`config.mk`:
```
export PLATFORM = sky130hd
export DESIGN_NAME = zoi_trip_core
export DESIGN_NICKNAME = d
export VERILOG_FILES = /design/src/shared/zoi_pkg.sv /design/src/shared/zoi_elem_if.sv /design/src/zoi_oc_element.sv /design/src/zoi_cycle_timer.sv /design/src/zoi_trip_core.sv
export SDC_FILE = /design/constraint.sdc
export NUM_CORES = 1
export LEC_CHECK = 0
export BUFFER_PORTS_ARGS = -buffer_cell sky130_fd_sc_hd__buf_2
export CORE_ASPECT_RATIO = 0.75
export CORE_MARGIN = 4
export CORE_UTILIZATION = 52
export CTS_CLUSTER_SIZE = 25
export DETAILED_ROUTE_END_ITERATION = 8
export PLACE_DENSITY = 0.71
export REMOVE_ABC_BUFFERS = 1
export SETUP_SLACK_MARGIN = 0.1
export SLEW_MARGIN = 10
export SYNTH_ARGS = -nofsm -noshare
export SYNTH_HDL_FRONTEND = slang
export SYNTH_SLANG_ARGS = --single-unit
```
`constraint.sdc`:
```
create_clock -name clk -period 5.2 [get_ports clk]
set_input_delay 0.52 -clock clk [delete_from_list [all_inputs] [get_ports clk]]
set_output_delay 0.52 -clock clk [all_outputs]
set_load 0.1 [all_outputs]
```
`src/shared/zoi_pkg.sv`:
```
package zoi_pkg;
   // register bus geometry
   localparam int DATA_W = 16;
   localparam int ADDR_W = 8;
   localparam int MAG_W = 16;
   localparam int DLY_W = 14;
   localparam int ELEM_N = 6;

   // register word indices
   localparam logic [7:0] OFS_CTRL = 8'h00;
   localparam logic [7:0] OFS_PICK_BASE = 8'h01;
   localparam logic [7:0] OFS_DELAY_BASE = 8'h07;
   localparam logic [7:0] OFS_TOC_PHASE = 8'h0d;
   localparam logic [7:0] OFS_TOC_GROUND = 8'h0e;
   localparam logic [7:0] OFS_STATUS = 8'h0f;
   localparam logic [7:0] OFS_IRQ_EN = 8'h10;
   localparam logic [7:0] OFS_IRQ_CLR = 8'h11;
   localparam logic [7:0] OFS_LIVE = 8'h12;

   // control field positions and reset value
   localparam int CTRL_GND_EN_BIT = 0;
   localparam int CTRL_ZOUT_LSB = 1;
   localparam int CTRL_ZIN_LSB = 3;
   localparam logic [15:0] CTRL_RESET = 16'h0001;
   localparam logic [15:0] SETTING_RESET = 16'h0000;

   // status / interrupt bit positions
   localparam int EV_TRIP = 0;
   localparam int EV_ZOUT_ON = 1;
   localparam int EV_ZONE_TRIP = 2;
   localparam int EV_BF_REMOVE = 3;
   localparam int EV_TIMEOUT_REMOVE = 4;
   localparam int EV_N = 5;

   // power-cycle counts
   localparam logic [3:0] QUAL_CYCLES = 4'h3;
   localparam logic [3:0] REMOVE_CYCLES = 4'ha;

   typedef enum logic [1:0] {
      ZOUT_OFF = 2'b00,
      ZOUT_PHASE = 2'b01,
      ZOUT_GROUND = 2'b10,
      ZOUT_BOTH = 2'b11
   } zoi_zout_t;

   typedef enum logic [1:0] {
      ZIN_OFF = 2'b00,
      ZIN_PHASE = 2'b01,
      ZIN_GROUND = 2'b10,
      ZIN_RSVD = 2'b11
   } zoi_zin_t;

   typedef enum logic [1:0] {
      ZO_IDLE = 2'b00,
      ZO_DRIVE = 2'b01,
      ZO_HELD = 2'b10
   } zoi_zo_state_t;
endpackage

```
`src/shared/zoi_elem_if.sv`:
```
`timescale 1ns/1ns
interface zoi_elem_if #(parameter int MAG_W = 16, parameter int DLY_W = 14);
   logic [MAG_W-1:0] magnitude;
   logic [MAG_W-1:0] level;
   logic [DLY_W-1:0] delay;
   logic pickup;
   logic trip;
   modport ctl (output magnitude, output level, output delay, input pickup, input trip);
   modport elem (input magnitude, input level, input delay, output pickup, output trip);
endinterface

```
`src/zoi_oc_element.sv`:
```
`timescale 1ns/1ns
module zoi_oc_element #(parameter int DLY_W = 14)
(
   // clock and reset
   input wire logic clk,
   input wire logic reset,
   // power-cycle timebase
   input wire logic cycle_tick,
   // settings, measurement and result
   zoi_elem_if.elem elem
);
   logic [DLY_W-1:0] count;
   logic [DLY_W-1:0] next_count;

   // a zero level means the element is switched off
   assign elem.pickup = (elem.level != '0) && (elem.magnitude > elem.level);
   // zero delay gives an instantaneous element
   assign elem.trip = elem.pickup && (count >= elem.delay);

   // delay counter restarts whenever the pickup drops
   always_comb
   begin
      next_count = count;
      if (!elem.pickup)
         next_count = '0;
      else if (cycle_tick && (count < elem.delay))
         next_count = DLY_W'(count + 1'b1);
   end

   always_ff @(posedge clk)
   begin
      if (reset)
         count <= '0;
      else
         count <= next_count;
   end
endmodule

```
`src/zoi_cycle_timer.sv`:
```
`timescale 1ns/1ns
module zoi_cycle_timer #(parameter int CW = 4)
(
   // clock and reset
   input wire logic clk,
   input wire logic reset,
   // timing control
   input wire logic cycle_tick,
   input wire logic run,
   input wire logic [CW-1:0] limit,
   // result
   output logic done
);
   logic [CW-1:0] count;
   logic [CW-1:0] next_count;

   assign done = run && (count >= limit);

   // counts power cycles while run holds, saturating at the limit
   always_comb
   begin
      next_count = count;
      if (!run)
         next_count = '0;
      else if (cycle_tick && (count < limit))
         next_count = CW'(count + 1'b1);
   end

   always_ff @(posedge clk)
   begin
      if (reset)
         count <= '0;
      else
         count <= next_count;
   end
endmodule

```
`src/zoi_trip_core.sv`:
```
// Decided for this implementation: the register offsets and the strobed register port.
`timescale 1ns/1ns
module zoi_trip_core #(
   parameter int MAG_W = zoi_pkg::MAG_W,
   parameter int DLY_W = zoi_pkg::DLY_W
)
(
   // clock and reset
   input wire logic clk,
   input wire logic reset,
   // register port
   input wire logic [zoi_pkg::ADDR_W-1:0] reg_addr,
   input wire logic [zoi_pkg::DATA_W-1:0] reg_wdata,
   input wire logic reg_write,
   input wire logic reg_read,
   output logic [zoi_pkg::DATA_W-1:0] reg_rdata,
   // measurement front end
   input wire logic cycle_tick,
   input wire logic [MAG_W-1:0] phase_magnitude,
   input wire logic [MAG_W-1:0] ground_magnitude,
   input wire logic [MAG_W-1:0] residual_magnitude,
   input wire logic curve_trip_phase,
   input wire logic curve_trip_ground,
   // zone interlock pair and breaker supervision
   input wire logic zone_in,
   output logic zone_out,
   input wire logic breaker_fail,
   // results
   output logic trip,
   output logic irq
);
   localparam int DW = zoi_pkg::DATA_W;
   localparam int EN = zoi_pkg::ELEM_N;

   // settings wider than the register word cannot be loaded
   if (MAG_W > DW || DLY_W > DW || MAG_W < 4 || DLY_W < 4)
   begin : g_bad_width
      $error("zoi_trip_core: MAG_W and DLY_W must lie between 4 and the data width");
   end

   ////////////////////////////////////////////////////////////////////////////////
   // register file

   logic [DW-1:0] ctrl, next_ctrl;
   logic [MAG_W-1:0] pick_set [EN];
   logic [MAG_W-1:0] next_pick_set [EN];
   logic [DLY_W-1:0] dly_set [EN];
   logic [DLY_W-1:0] next_dly_set [EN];
   logic [MAG_W-1:0] toc_phase, next_toc_phase;
   logic [MAG_W-1:0] toc_ground, next_toc_ground;
   logic [zoi_pkg::EV_N-1:0] status, next_status;
   logic [zoi_pkg::EV_N-1:0] irq_en, next_irq_en;
   logic [zoi_pkg::EV_N-1:0] events;
   logic [DW-1:0] next_rdata;

   // decoded settings
   logic gnd_en;
   zoi_pkg::zoi_zout_t zout_sel;
   zoi_pkg::zoi_zin_t zin_sel;
   assign gnd_en = ctrl[zoi_pkg::CTRL_GND_EN_BIT];
   assign zout_sel = zoi_pkg::zoi_zout_t'(ctrl[zoi_pkg::CTRL_ZOUT_LSB +: 2]);
   assign zin_sel = zoi_pkg::zoi_zin_t'(ctrl[zoi_pkg::CTRL_ZIN_LSB +: 2]);

   // live state read back by software
   logic phase_pick_any, ground_pick_any, any_pick;
   logic zone_qual, zone_done, remove_done, operated;
   zoi_pkg::zoi_zo_state_t zo_state, next_zo_state;

   // register writes; all six elements share one setting format so any may be
   // used as instantaneous or short delay
   always_comb
   begin
      next_ctrl = ctrl;
      next_pick_set = pick_set;
      next_dly_set = dly_set;
      next_toc_phase = toc_phase;
      next_toc_ground = toc_ground;
      next_irq_en = irq_en;
      if (reg_write)
      begin
         if (reg_addr == zoi_pkg::OFS_CTRL)
            next_ctrl = reg_wdata;
         if (reg_addr == zoi_pkg::OFS_TOC_PHASE)
            next_toc_phase = reg_wdata[MAG_W-1:0];
         if (reg_addr == zoi_pkg::OFS_TOC_GROUND)
            next_toc_ground = reg_wdata[MAG_W-1:0];
         if (reg_addr == zoi_pkg::OFS_IRQ_EN)
            next_irq_en = reg_wdata[zoi_pkg::EV_N-1:0];
         for (int i = 0; i < EN; i++)
         begin
            if (reg_addr == zoi_pkg::OFS_PICK_BASE + 8'(i))
               next_pick_set[i] = reg_wdata[MAG_W-1:0];
            if (reg_addr == zoi_pkg::OFS_DELAY_BASE + 8'(i))
               next_dly_set[i] = reg_wdata[DLY_W-1:0];
         end
      end
   end

   // sticky status: a new event wins over a clear in the same cycle
   always_comb
   begin
      next_status = status;
      if (reg_write && reg_addr == zoi_pkg::OFS_IRQ_CLR)
         next_status = status & ~reg_wdata[zoi_pkg::EV_N-1:0];
      next_status = next_status | events;
   end

   // read data appear in the following cycle only; unmapped words read zero
   always_comb
   begin
      next_rdata = '0;
      if (reg_read)
      begin
         unique case (reg_addr)
            zoi_pkg::OFS_CTRL: next_rdata = ctrl;
            zoi_pkg::OFS_TOC_PHASE: next_rdata = DW'(toc_phase);
            zoi_pkg::OFS_TOC_GROUND: next_rdata = DW'(toc_ground);
            zoi_pkg::OFS_STATUS: next_rdata = DW'(status);
            zoi_pkg::OFS_IRQ_EN: next_rdata = DW'(irq_en);
            zoi_pkg::OFS_LIVE: next_rdata = DW'({operated, zone_qual, zone_out, trip,
                                                 ground_pick_any, phase_pick_any});
            default:
            begin
               for (int i = 0; i < EN; i++)
               begin
                  if (reg_addr == zoi_pkg::OFS_PICK_BASE + 8'(i))
                     next_rdata = DW'(pick_set[i]);
                  if (reg_addr == zoi_pkg::OFS_DELAY_BASE + 8'(i))
                     next_rdata = DW'(dly_set[i]);
               end
            end
         endcase
      end
   end

   // zone fields reset to disabled so a fresh relay never interlocks
   always_ff @(posedge clk)
   begin
      if (reset)
      begin
         ctrl <= zoi_pkg::CTRL_RESET;
         for (int i = 0; i < EN; i++)
         begin
            pick_set[i] <= MAG_W'(zoi_pkg::SETTING_RESET);
            dly_set[i] <= DLY_W'(zoi_pkg::SETTING_RESET);
         end
         toc_phase <= MAG_W'(zoi_pkg::SETTING_RESET);
         toc_ground <= MAG_W'(zoi_pkg::SETTING_RESET);
         status <= '0;
         irq_en <= '0;
         reg_rdata <= '0;
      end
      else
      begin
         ctrl <= next_ctrl;
         pick_set <= next_pick_set;
         dly_set <= next_dly_set;
         toc_phase <= next_toc_phase;
         toc_ground <= next_toc_ground;
         status <= next_status;
         irq_en <= next_irq_en;
         reg_rdata <= next_rdata;
      end
   end

   assign irq = |(status & irq_en);

   ////////////////////////////////////////////////////////////////////////////////
   // overcurrent elements: 0,1 phase; 2,3 measured ground; 4,5 residual

   logic [EN-1:0] elem_pick;
   logic [EN-1:0] elem_trip;

   for (genvar g = 0; g < EN; g++)
   begin : g_elem
      zoi_elem_if #(.MAG_W(MAG_W), .DLY_W(DLY_W)) link ();
      // ground elements see a zero level, i.e. off, while ground protection is disabled
      assign link.level = (g >= 2 && !gnd_en) ? '0 : pick_set[g];
      assign link.magnitude = (g < 2) ? phase_magnitude :
                              (g < 4) ? ground_magnitude : residual_magnitude;
      assign link.delay = dly_set[g];
      assign elem_pick[g] = link.pickup;
      assign elem_trip[g] = link.trip;
      zoi_oc_element #(.DLY_W(DLY_W)) u_elem (
         .clk(clk),
         .reset(reset),
         .cycle_tick(cycle_tick),
         .elem(link.elem)
      );
   end

   ////////////////////////////////////////////////////////////////////////////////
   // pickup summaries

   logic phase_toc_pick, ground_toc_pick, phase_toc_scaled;
   logic [MAG_W+1:0] phase_x2, toc_x3;

   // curve pickups; the ground curve covers measured and residual current
   assign phase_toc_pick = (toc_phase != '0) && (phase_magnitude > toc_phase);
   assign ground_toc_pick = gnd_en && (toc_ground != '0) &&
                            (ground_magnitude > toc_ground || residual_magnitude > toc_ground);
   assign phase_pick_any = |elem_pick[1:0] || phase_toc_pick;
   assign ground_pick_any = |elem_pick[5:2] || ground_toc_pick;
   assign any_pick = phase_pick_any || ground_pick_any;

   // 2*I > 3*pickup avoids a divider; keeps light overloads off the fast path
   assign phase_x2 = {1'b0, phase_magnitude, 1'b0};
   assign toc_x3 = {2'b00, toc_phase} + {1'b0, toc_phase, 1'b0};
   assign phase_toc_scaled = (toc_phase != '0) && (phase_x2 > toc_x3);

   ////////////////////////////////////////////////////////////////////////////////
   // zone-in qualification and three-cycle fast trip

   always_comb
   begin
      unique case (zin_sel)
         zoi_pkg::ZIN_PHASE: zone_qual = |elem_pick[1:0] || phase_toc_scaled;
         zoi_pkg::ZIN_GROUND: zone_qual = ground_pick_any;
         default: zone_qual = 1'b0;
      endcase
   end

   // downstream relays signal by driving zone_in; then only element delays and the curve trips apply
   zoi_cycle_timer #(.CW(4)) u_qual (
      .clk(clk),
      .reset(reset),
      .cycle_tick(cycle_tick),
      .run(zone_qual && !zone_in),
      .limit(zoi_pkg::QUAL_CYCLES),
      .done(zone_done)
   );

   ////////////////////////////////////////////////////////////////////////////////
   // trip decision: every criterion ORed, no arbitration

   logic next_trip, next_operated;

   always_comb
   begin
      next_trip = |elem_trip || curve_trip_phase || (gnd_en && curve_trip_ground) ||
                  zone_done;
      next_operated = trip || (operated && any_pick);
   end

   always_ff @(posedge clk)
   begin
      if (reset)
      begin
         trip <= 1'b0;
         operated <= 1'b0;
      end
      else
      begin
         trip <= next_trip;
         operated <= next_operated;
      end
   end

   ////////////////////////////////////////////////////////////////////////////////
   // zone-out drive

   logic zout_want;

   always_comb
   begin
      unique case (zout_sel)
         zoi_pkg::ZOUT_PHASE: zout_want = phase_pick_any;
         zoi_pkg::ZOUT_GROUND: zout_want = ground_pick_any;
         zoi_pkg::ZOUT_BOTH: zout_want = any_pick;
         zoi_pkg::ZOUT_OFF: zout_want = 1'b0;
      endcase
   end

   // operated with current still present: give up blocking after ten cycles
   zoi_cycle_timer #(.CW(4)) u_remove (
      .clk(clk),
      .reset(reset),
      .cycle_tick(cycle_tick),
      .run(operated && any_pick && zo_state == zoi_pkg::ZO_DRIVE),
      .limit(zoi_pkg::REMOVE_CYCLES),
      .done(remove_done)
   );

   // held stays off until the fault clears so a stuck breaker cannot re-block upstream
   always_comb
   begin
      next_zo_state = zo_state;
      unique case (zo_state)
         zoi_pkg::ZO_IDLE:
            if (zout_want && !breaker_fail)
               next_zo_state = zoi_pkg::ZO_DRIVE;
         zoi_pkg::ZO_DRIVE:
            if (breaker_fail || remove_done)
               next_zo_state = zoi_pkg::ZO_HELD;
            else if (!zout_want)
               next_zo_state = zoi_pkg::ZO_IDLE;
         zoi_pkg::ZO_HELD:
            if (!zout_want)
               next_zo_state = zoi_pkg::ZO_IDLE;
         default:
            next_zo_state = zoi_pkg::ZO_IDLE;
      endcase
   end

   always_ff @(posedge clk)
   begin
      if (reset)
         zo_state <= zoi_pkg::ZO_IDLE;
      else
         zo_state <= next_zo_state;
   end

   // breaker failure gates the pin directly, no clock of latency
   assign zone_out = (zo_state == zoi_pkg::ZO_DRIVE) && !breaker_fail;

   // interrupt sources
   always_comb
   begin
      events = '0;
      events[zoi_pkg::EV_TRIP] = next_trip && !trip;
      events[zoi_pkg::EV_ZONE_TRIP] = next_trip && !trip && zone_done;
      events[zoi_pkg::EV_ZOUT_ON] = zo_state == zoi_pkg::ZO_IDLE &&
                                    next_zo_state == zoi_pkg::ZO_DRIVE;
      events[zoi_pkg::EV_BF_REMOVE] = zo_state == zoi_pkg::ZO_DRIVE && breaker_fail;
      events[zoi_pkg::EV_TIMEOUT_REMOVE] = zo_state == zoi_pkg::ZO_DRIVE &&
                                           !breaker_fail && remove_done;
   end
endmodule

```
---- Yosys cells after proc, flatten, opt, wreduce, memory -nomap -nowiden ----
Index checks and enable logic that the tools add are counted.
word-level totals
  output and inout bits ................... 19
  bits of input ports ..................... 81
  bits in registers ....................... 350
  word-level logic and storage cells ...... 218
operators by class
  multiplexer cells ....................... 24
  order comparisons ....................... 26
  add/sub/neg operators ................... 9
  equality and inequality tests ........... 26
  reduce and logical (&&, ||, !) cells .... 91
  bitwise gates (word level) .............. 13
operators by type and width
  operator                                              count
  two-way mux 16 bit                                    16
  > comparator 16 bit                                   9
  nonzero test 16 bit                                   8
  one-hot mux 16 bit (6 select lines)                   1
  adder 14 x 1 -> 14 bit (second input constant)        6
  >= comparator 14 bit                                  6
  less-than comparator 14 bit                           6
  equality test 8 x 4 -> 1 bit (second input constant)  8
  logical AND 1 bit                                     38
  equality test 8 x 3 -> 1 bit (second input constant)  4
  AND reduction 2 bit                                   16
  equality test 8 x 5 -> 1 bit (second input constant)  3
  OR reduction 2 bit                                    10
  adder 16 x 17 -> 18 bit                               1
  > comparator 17 x 18 -> 1 bit                         1
  equality test 8 x 2 -> 1 bit (second input constant)  2
  bitwise AND 5 bit                                     2
  logical OR 1 bit                                      10
  inverter 1 bit                                        9
  adder 4 x 1 -> 4 bit (second input constant)          2
  equality test 2 x 1 -> 1 bit (second input constant)  4
  equality test 2 bit (second input constant)           4
  equality test 8 x 1 -> 1 bit (second input constant)  1
  zero test 8 bit                                       1
  other kinds (16)                                      21

---- Depth between registers and ports, before layout ----
  depth in word-level cells ............... 15
  depth in mapped cells ................... 21
  mapped depth without buffers ............ 21

---- Cells and area by module ----
From an unflattened synthesis, not the netlist that was laid out.
second synthesis, totals
  cells, all modules ...................... 3038
  area, all modules ....................... 23114.7 sq um
by module, submodules not included
  module           seq. area each (sq um)  cells each  instances  area each (sq um)
  zoi_trip_core    5165.0                  1790        1          13693.1
  zoi_oc_element   280.3                   195         6          1462.7
  zoi_cycle_timer  80.1                    39          2          322.8

---- Least setup slack after synthesis ----
OpenSTA, ideal clock, no wires.
  path kind ............................... flip-flop to flip-flop
  from .................................... register toc_phase[1]
  to ...................................... register reg_rdata[4] (netlist name)
  data required time ...................... 5072 ps
  library setup time ...................... 128 ps
  arrival time ............................ 4022 ps
  buffers on the path ..................... 0
  setup slack ............................. 1051 ps
  period minus slack after synthesis ...... 4149 ps
  cell stages (with the launch flop) ...... 22
  path through ............................ dfxtp_1 ha_1 fa_1 a21oi_1 o21ai_1 a31oi_1 o31ai_1 o21a_1 o21ai_0 nand2b_1 a21oi_1 xor2_1 ha_1 a21o_1 a211oi_1 o21ai_0 a211oi_1 o21ai_0 and3_1 or3_1 a211oi_1 nor2_1
on the way
  longest elaborated chain between the ends .. 6
  elaborated cells between the ends (all ways) .. 7
  classes of those cells .................. 1 x add/sub; 1 x order compare; 2 x mux; 3 x reduce/logical
ends and longest elaborated chain
  what                                   RTL line              RTL
  start: declaration                     zoi_trip_core.sv:49   logic [MAG_W-1:0] toc_phase, next_toc_phase;
  start signal: assignment               zoi_trip_core.sv:147  toc_phase <= MAG_W'(zoi_pkg::SETTING_RESET);
  start signal: assignment               zoi_trip_core.sv:158  toc_phase <= next_toc_phase;
  adder 16 x 17 -> 18 bit                zoi_trip_core.sv:208  assign toc_x3 = {2'b00, toc_phase} + {1'b0, toc_phase, 1'b0};
  > comparator 17 x 18 -> 1 bit          zoi_trip_core.sv:209  assign phase_toc_scaled = (toc_phase != '0) && (phase_x2 > toc_x3);
  logical AND 1 bit *                    zoi_trip_core.sv:209
  logical OR 1 bit *                     zoi_trip_core.sv:217  zoi_pkg::ZIN_PHASE: zone_qual = |elem_pick[1:0] || phase_toc_scaled;
  one-hot mux 1 bit (2 select lines) *   zoi_trip_core.sv:216  unique case (zin_sel)
  one-hot mux 16 bit (6 select lines) *  zoi_trip_core.sv:114  unique case (reg_addr)
  end signal: assignment                 zoi_trip_core.sv:162  reg_rdata <= next_rdata;
  end: declaration                       zoi_trip_core.sv:16   output logic [zoi_pkg::DATA_W-1:0] reg_rdata,
Mark *: on every way between the ends. The rest lies on a longest branch, timed or not.
A chain may end at the register's enable or synchronous reset.

---- Worst setup path after layout ----
  from .................................... register toc_phase[1]
  to ...................................... register status[0] (netlist name)
on the way
  longest elaborated chain between the ends .. 10
  elaborated cells between the ends (all ways) .. 11
  classes of those cells .................. 1 x add/sub; 1 x order compare; 1 x mux; 1 x bitwise; 7 x reduce/logical
ends and longest elaborated chain
  what                                  RTL line               RTL
  adder 16 x 17 -> 18 bit               zoi_trip_core.sv:208
  > comparator 17 x 18 -> 1 bit         zoi_trip_core.sv:209
  logical AND 1 bit *                   zoi_trip_core.sv:209
  logical OR 1 bit *                    zoi_trip_core.sv:217
  one-hot mux 1 bit (2 select lines) *  zoi_trip_core.sv:216
  logical AND 1 bit *                   zoi_trip_core.sv:228   .run(zone_qual && !zone_in),
  logical AND 1 bit *                   zoi_cycle_timer.sv:17  assign done = run && (count >= limit);
  logical OR 1 bit *                    zoi_trip_core.sv:240   next_trip = |elem_trip || curve_trip_phase || (gnd_en && curve_trip_ground) ||
  logical AND 1 bit *                   zoi_trip_core.sv:320   events[zoi_pkg::EV_TRIP] = next_trip && !trip;
  OR 5 bit *                            zoi_trip_core.sv:105   next_status = next_status | events;
  end signal: assignment                zoi_trip_core.sv:160   status <= next_status;
  end: declaration                      zoi_trip_core.sv:51    logic [zoi_pkg::EV_N-1:0] status, next_status;
Marks and branches as above.

==> reports/summary.md <==
### STA
- 29.5 ps — setup skew after layout
- 0 — number of hold violations in the final report
- 1180 ps — slew at the pin with the worst max-slew slack
- 4770 ps — Final Critical Period
- 0 — Final Max Slew Viols
- 429 ps — setup ws final
- 0 ps — Setup TNS
- 210 MHz — Max Clock Freq
- false — RSZ-0062 raised after global routing
- 0.918 — period utilisation layout
- 0 — final setup violation count
- 0.208 — worst-case headroom to the max-slew limit

### Routing
- 78.8 mm — Final Routed Wirelength
- 9 — TritonRoute pass-1 iters
- 22.7 µm — per-cell routed wire length
- 21826 — total number of vias
- 6.29 — routed via count divided by cell count
- 17 — DRC Markers
- 2454 — initial detailed-routing violation count
- 0 — post-detailed-route count of antenna-violating nets

### Place
- 3403 — Cells after DPL
- 0.998 — final RePlAce weighted congestion
- 99 — Port-buffer cells
- 22800 µm² — Placement Cell Area
- 446 ps — Place WS
- 58.7 mm — half-perimeter wire length of the detailed placement result

### Synth
- 0.319 — portion of synthesized cell area occupied by the leading cell type
- 21900 µm² — synthesized cell area
- sky130_fd_sc_hd__dfxtp_1 32%, sky130_fd_sc_hd__ha_1 16%, sky130_fd_sc_hd__nand2_1 11% — ranking of synthesized cells by area
- sky130_fd_sc_hd__dfxtp_1 — leading area contributor after synthesis
- 76 — Netlist cell types
- 0 — Post-synth EDFFs
- sky130_fd_sc_hd__nand2_1 — most numerous cell in the Yosys netlist
- 2856 — synthesized instance count
- 350 — number of synthesized register bits
- 7.68 µm² — synthesized area per cell
- 0 — warnings from Yosys
- 628 x sky130_fd_sc_hd__nand2_1, 350 x sky130_fd_sc_hd__dfxtp_1, 334 x sky130_fd_sc_hd__a21oi_1 — leading cell types by count after synthesis
- 0 — share of synthesized registers carrying an async set or reset
- sky130_fd_sc_hd__dfxtp_1 — Top FF cell, synth
- 0.319 — sequential fraction of the synthesis area

### Floorplan
- 64 — number of placement rows
- 45600 µm² — area of the die
- 0.532 — effective utilization at floorplan
- 41200 µm² — area of the placeable core
- 245 µm — width of the chip
- 100 — Top Ports
- 186 µm — Die Y

### Worst setup path
- 8 — maximum net fanout on the critical path
- 5580 ps — data required time of the worst path
- register — crit path launch type
- 5150 ps — Arrival @ worst endpoint
- register to register — classification of the worst setup path
- register — endpoint kind of the worst setup timing path

### Finish
- 7010 µm² — combined flip-flop and latch cell area
- 3819 — # fillers
- 13700 µm² — multi-input logic area
- 0.0746 — share of post-route cells with drive strength above 1
- 24200 µm² — post-route cell area
- 3471 — Layout Cells excl Fill
- 0 — number of inserted diodes
- 3243 — Final Net Count
- 10.1% — area added between synthesis and finish

### Clock network
- 0 — buffer count from post-CTS setup fixing
- 350 — clock sink count
- sky130_fd_sc_hd__clkbuf_16 — cell chosen for the clock root
- yes — clock tree from TritonCTS
- 60 ps — clk slew on worst S/H paths
- 3 — clk buf depth
- 2 — number of H-tree levels
- 560 ps — clock latency reported for the late side of the worst-skew pair
- 38 — number of buffers inserted during clock tree synthesis

### Power
- 0.000244 V — IR drop worst, VDD
- 0.00877 µW — Lkg Pwr
- 250 nW/µm² — total power divided by cell area

### Global route
- 93 — maximum number of pins on one net before global-route repair
- 1 — number of antenna violations at the first check in global routing
- 20309 — vias in the first global route
- 0.336 — overall track demand over capacity in global routing
- 0 — Remaining Overflow, GRT
- 120 mm — wire length of the first global-routing pass

### Worst hold path
- primary input to register — classification of the worst-slack hold path

### Status
- DRC — violations in the final reports
- finished, violations left — result of the run

### Flow run
- 0 — count of max-cap constraint violations

-- repair_timing --
item	in CTS	in global routing
resized for setup	0	1
hold endpoints to repair	0	0
hold buffers	0	0
endpoints found under the setup margin	0	2
-- cell type report --
| class | instances | area share |
|---|---|---|
| Multi-Input combinational cell | 2189 | 0.569 |
| Inverter | 181 | 0.0281 |
| Timing Repair Buffer | 122 | 0.0279 |
| Clock buffer | 49 | 0.0449 |
| Tap cell | 561 | 0.0291 |
| Clock inverter | 19 | 0.0110 |
| Sequential cell | 350 | 0.290 |
-- worst paths after layout --
kind / endpoint / cells after the start / slack [ps] / startpoint
min reg2reg: g_elem[3].link.delay[1]$_SDFFE_PP0P_ / 2 / 460 / g_elem[3].link.delay[1]$_SDFFE_PP0P_
max reg2reg: status[0]$_SDFF_PP0_ / 21 / 430 / toc_phase[1]$_SDFFE_PP0P_
max: status[0]$_SDFF_PP0_ / 21 / 430 / toc_phase[1]$_SDFFE_PP0P_
min: status[4]$_SDFF_PP0_ / 2 / 260 / breaker_fail
-- registers in the layout, indices dropped and copies added (netlist names) --
signal / flops
g_elem.link.delay: 84
g_elem.u_elem.count: 84
pick_set: 64
g_elem.link.level: 32
ctrl: 16
reg_rdata: 16
toc_ground: 16
toc_phase: 16
irq_en: 5
status: 5
u_qual.count: 4
u_remove.count: 4
zo_state: 2
operated: 1
trip: 1
-- routing by layer --
| layer | vias to the layer above | GRT usage | part of all wire |
|---|---|---|---|
| met5 | - | 0 | 0.00014 |
| met4 | 2 | 0.114 | 0.037 |
| met3 | 185 | 0.0762 | 0.12 |
| met2 | 1233 | 0.501 | 0.41 |
| met1 | 10234 | 0.480 | 0.43 |
| li1 | 10172 | - | - |
-- through the flow --
step / hold slack, ps / util / power (µW)
global route: 268 / 0.586 / 6190
global placement: 442 / 0.553 / 3150
finish: 264 / 0.586 / 6040
floorplan: 430 / - / 2920
CTS: 255 / 0.586 / 6040
detailed placement: 447 / 0.553 / 3160
-- cells in the final DEF, fill, tap and decap left out, types with 7 or more instances in the layout --
cell                        synthesis  routed
sky130_fd_sc_hd__o21ai_0           77      77
sky130_fd_sc_hd__nand3_1           78      78
sky130_fd_sc_hd__xnor2_1           30      30
sky130_fd_sc_hd__mux2i_1            8       8
sky130_fd_sc_hd__nor2_1           141     139
sky130_fd_sc_hd__clkbuf_8           0       7
sky130_fd_sc_hd__nand3b_1           7       7
sky130_fd_sc_hd__and4_1            14      14
sky130_fd_sc_hd__a22oi_1            7       7
sky130_fd_sc_hd__o221ai_1          18      18
sky130_fd_sc_hd__nor3_1            27      27
sky130_fd_sc_hd__a221oi_1          29      29
sky130_fd_sc_hd__o21ai_1           21      21
sky130_fd_sc_hd__inv_1            181     181
sky130_fd_sc_hd__o21a_1            30      30
sky130_fd_sc_hd__nand4_1           73      73
sky130_fd_sc_hd__or3_1             21      21
sky130_fd_sc_hd__a211oi_1          22      22
sky130_fd_sc_hd__a21o_1            29      29
sky130_fd_sc_hd__buf_2             15      98
sky130_fd_sc_hd__nand2_1          628     628
sky130_fd_sc_hd__nand2b_1          15      15
sky130_fd_sc_hd__and2_1             9       9
sky130_fd_sc_hd__dfxtp_1          350     349
sky130_fd_sc_hd__a222oi_1          29      29
sky130_fd_sc_hd__and3_1            27      27
sky130_fd_sc_hd__o32ai_1           10      10
sky130_fd_sc_hd__ha_1             279     279
sky130_fd_sc_hd__nor2b_1           25      25
sky130_fd_sc_hd__clkbuf_16          0      39
sky130_fd_sc_hd__nor4_1            33      33
sky130_fd_sc_hd__buf_4              0      23
sky130_fd_sc_hd__xor2_1            47      47
sky130_fd_sc_hd__a211o_1           10      10
sky130_fd_sc_hd__o211ai_1          13      13
sky130_fd_sc_hd__a21oi_1          334     334
sky130_fd_sc_hd__a31oi_1           19      18
-- report_power, final --
group / total (µW) / switching (µW) / internal, µW
registers: 2690 / 5.85 / 2680
clock network: 2930 / 1190 / 1730
logic: 426 / 303 / 123
-- worst max-delay path, stage by stage (launching register included) --
cell and delay [ps]:
sky130_fd_sc_hd__dfxtp_1 400, sky130_fd_sc_hd__ha_1 250, sky130_fd_sc_hd__fa_1 410, sky130_fd_sc_hd__a21oi_1 200, sky130_fd_sc_hd__o21ai_1 120, sky130_fd_sc_hd__a31oi_2 230
sky130_fd_sc_hd__o31ai_1 150, sky130_fd_sc_hd__o21a_1 200, sky130_fd_sc_hd__o21ai_0 150, sky130_fd_sc_hd__nand2b_1 70, sky130_fd_sc_hd__a21oi_1 180, sky130_fd_sc_hd__xor2_1 190
sky130_fd_sc_hd__ha_1 280, sky130_fd_sc_hd__a21o_1 160, sky130_fd_sc_hd__a211oi_1 260, sky130_fd_sc_hd__o21ai_0 130, sky130_fd_sc_hd__a211oi_1 170, sky130_fd_sc_hd__o21ai_0 100
sky130_fd_sc_hd__and3_1 240, sky130_fd_sc_hd__o31ai_2 410, sky130_fd_sc_hd__or3_1 190, sky130_fd_sc_hd__o311ai_1 100
-- cells by family after synthesis --
| kind of cell | Yosys count | share of synthesized area |
|---|---|---|
| AND/OR/NAND/NOR | 1122 | 0.230 |
| XOR/XNOR | 77 | 0.0307 |
| buffers and inverters | 317 | 0.0551 |
| AO/OA/AOI/OAI | 700 | 0.200 |
| multiplexers | 10 | 0.00519 |
| adder cells (fa/ha/maj) | 280 | 0.160 |
| flip-flops | 350 | 0.319 |
Power figures use the tool's default switching activity.
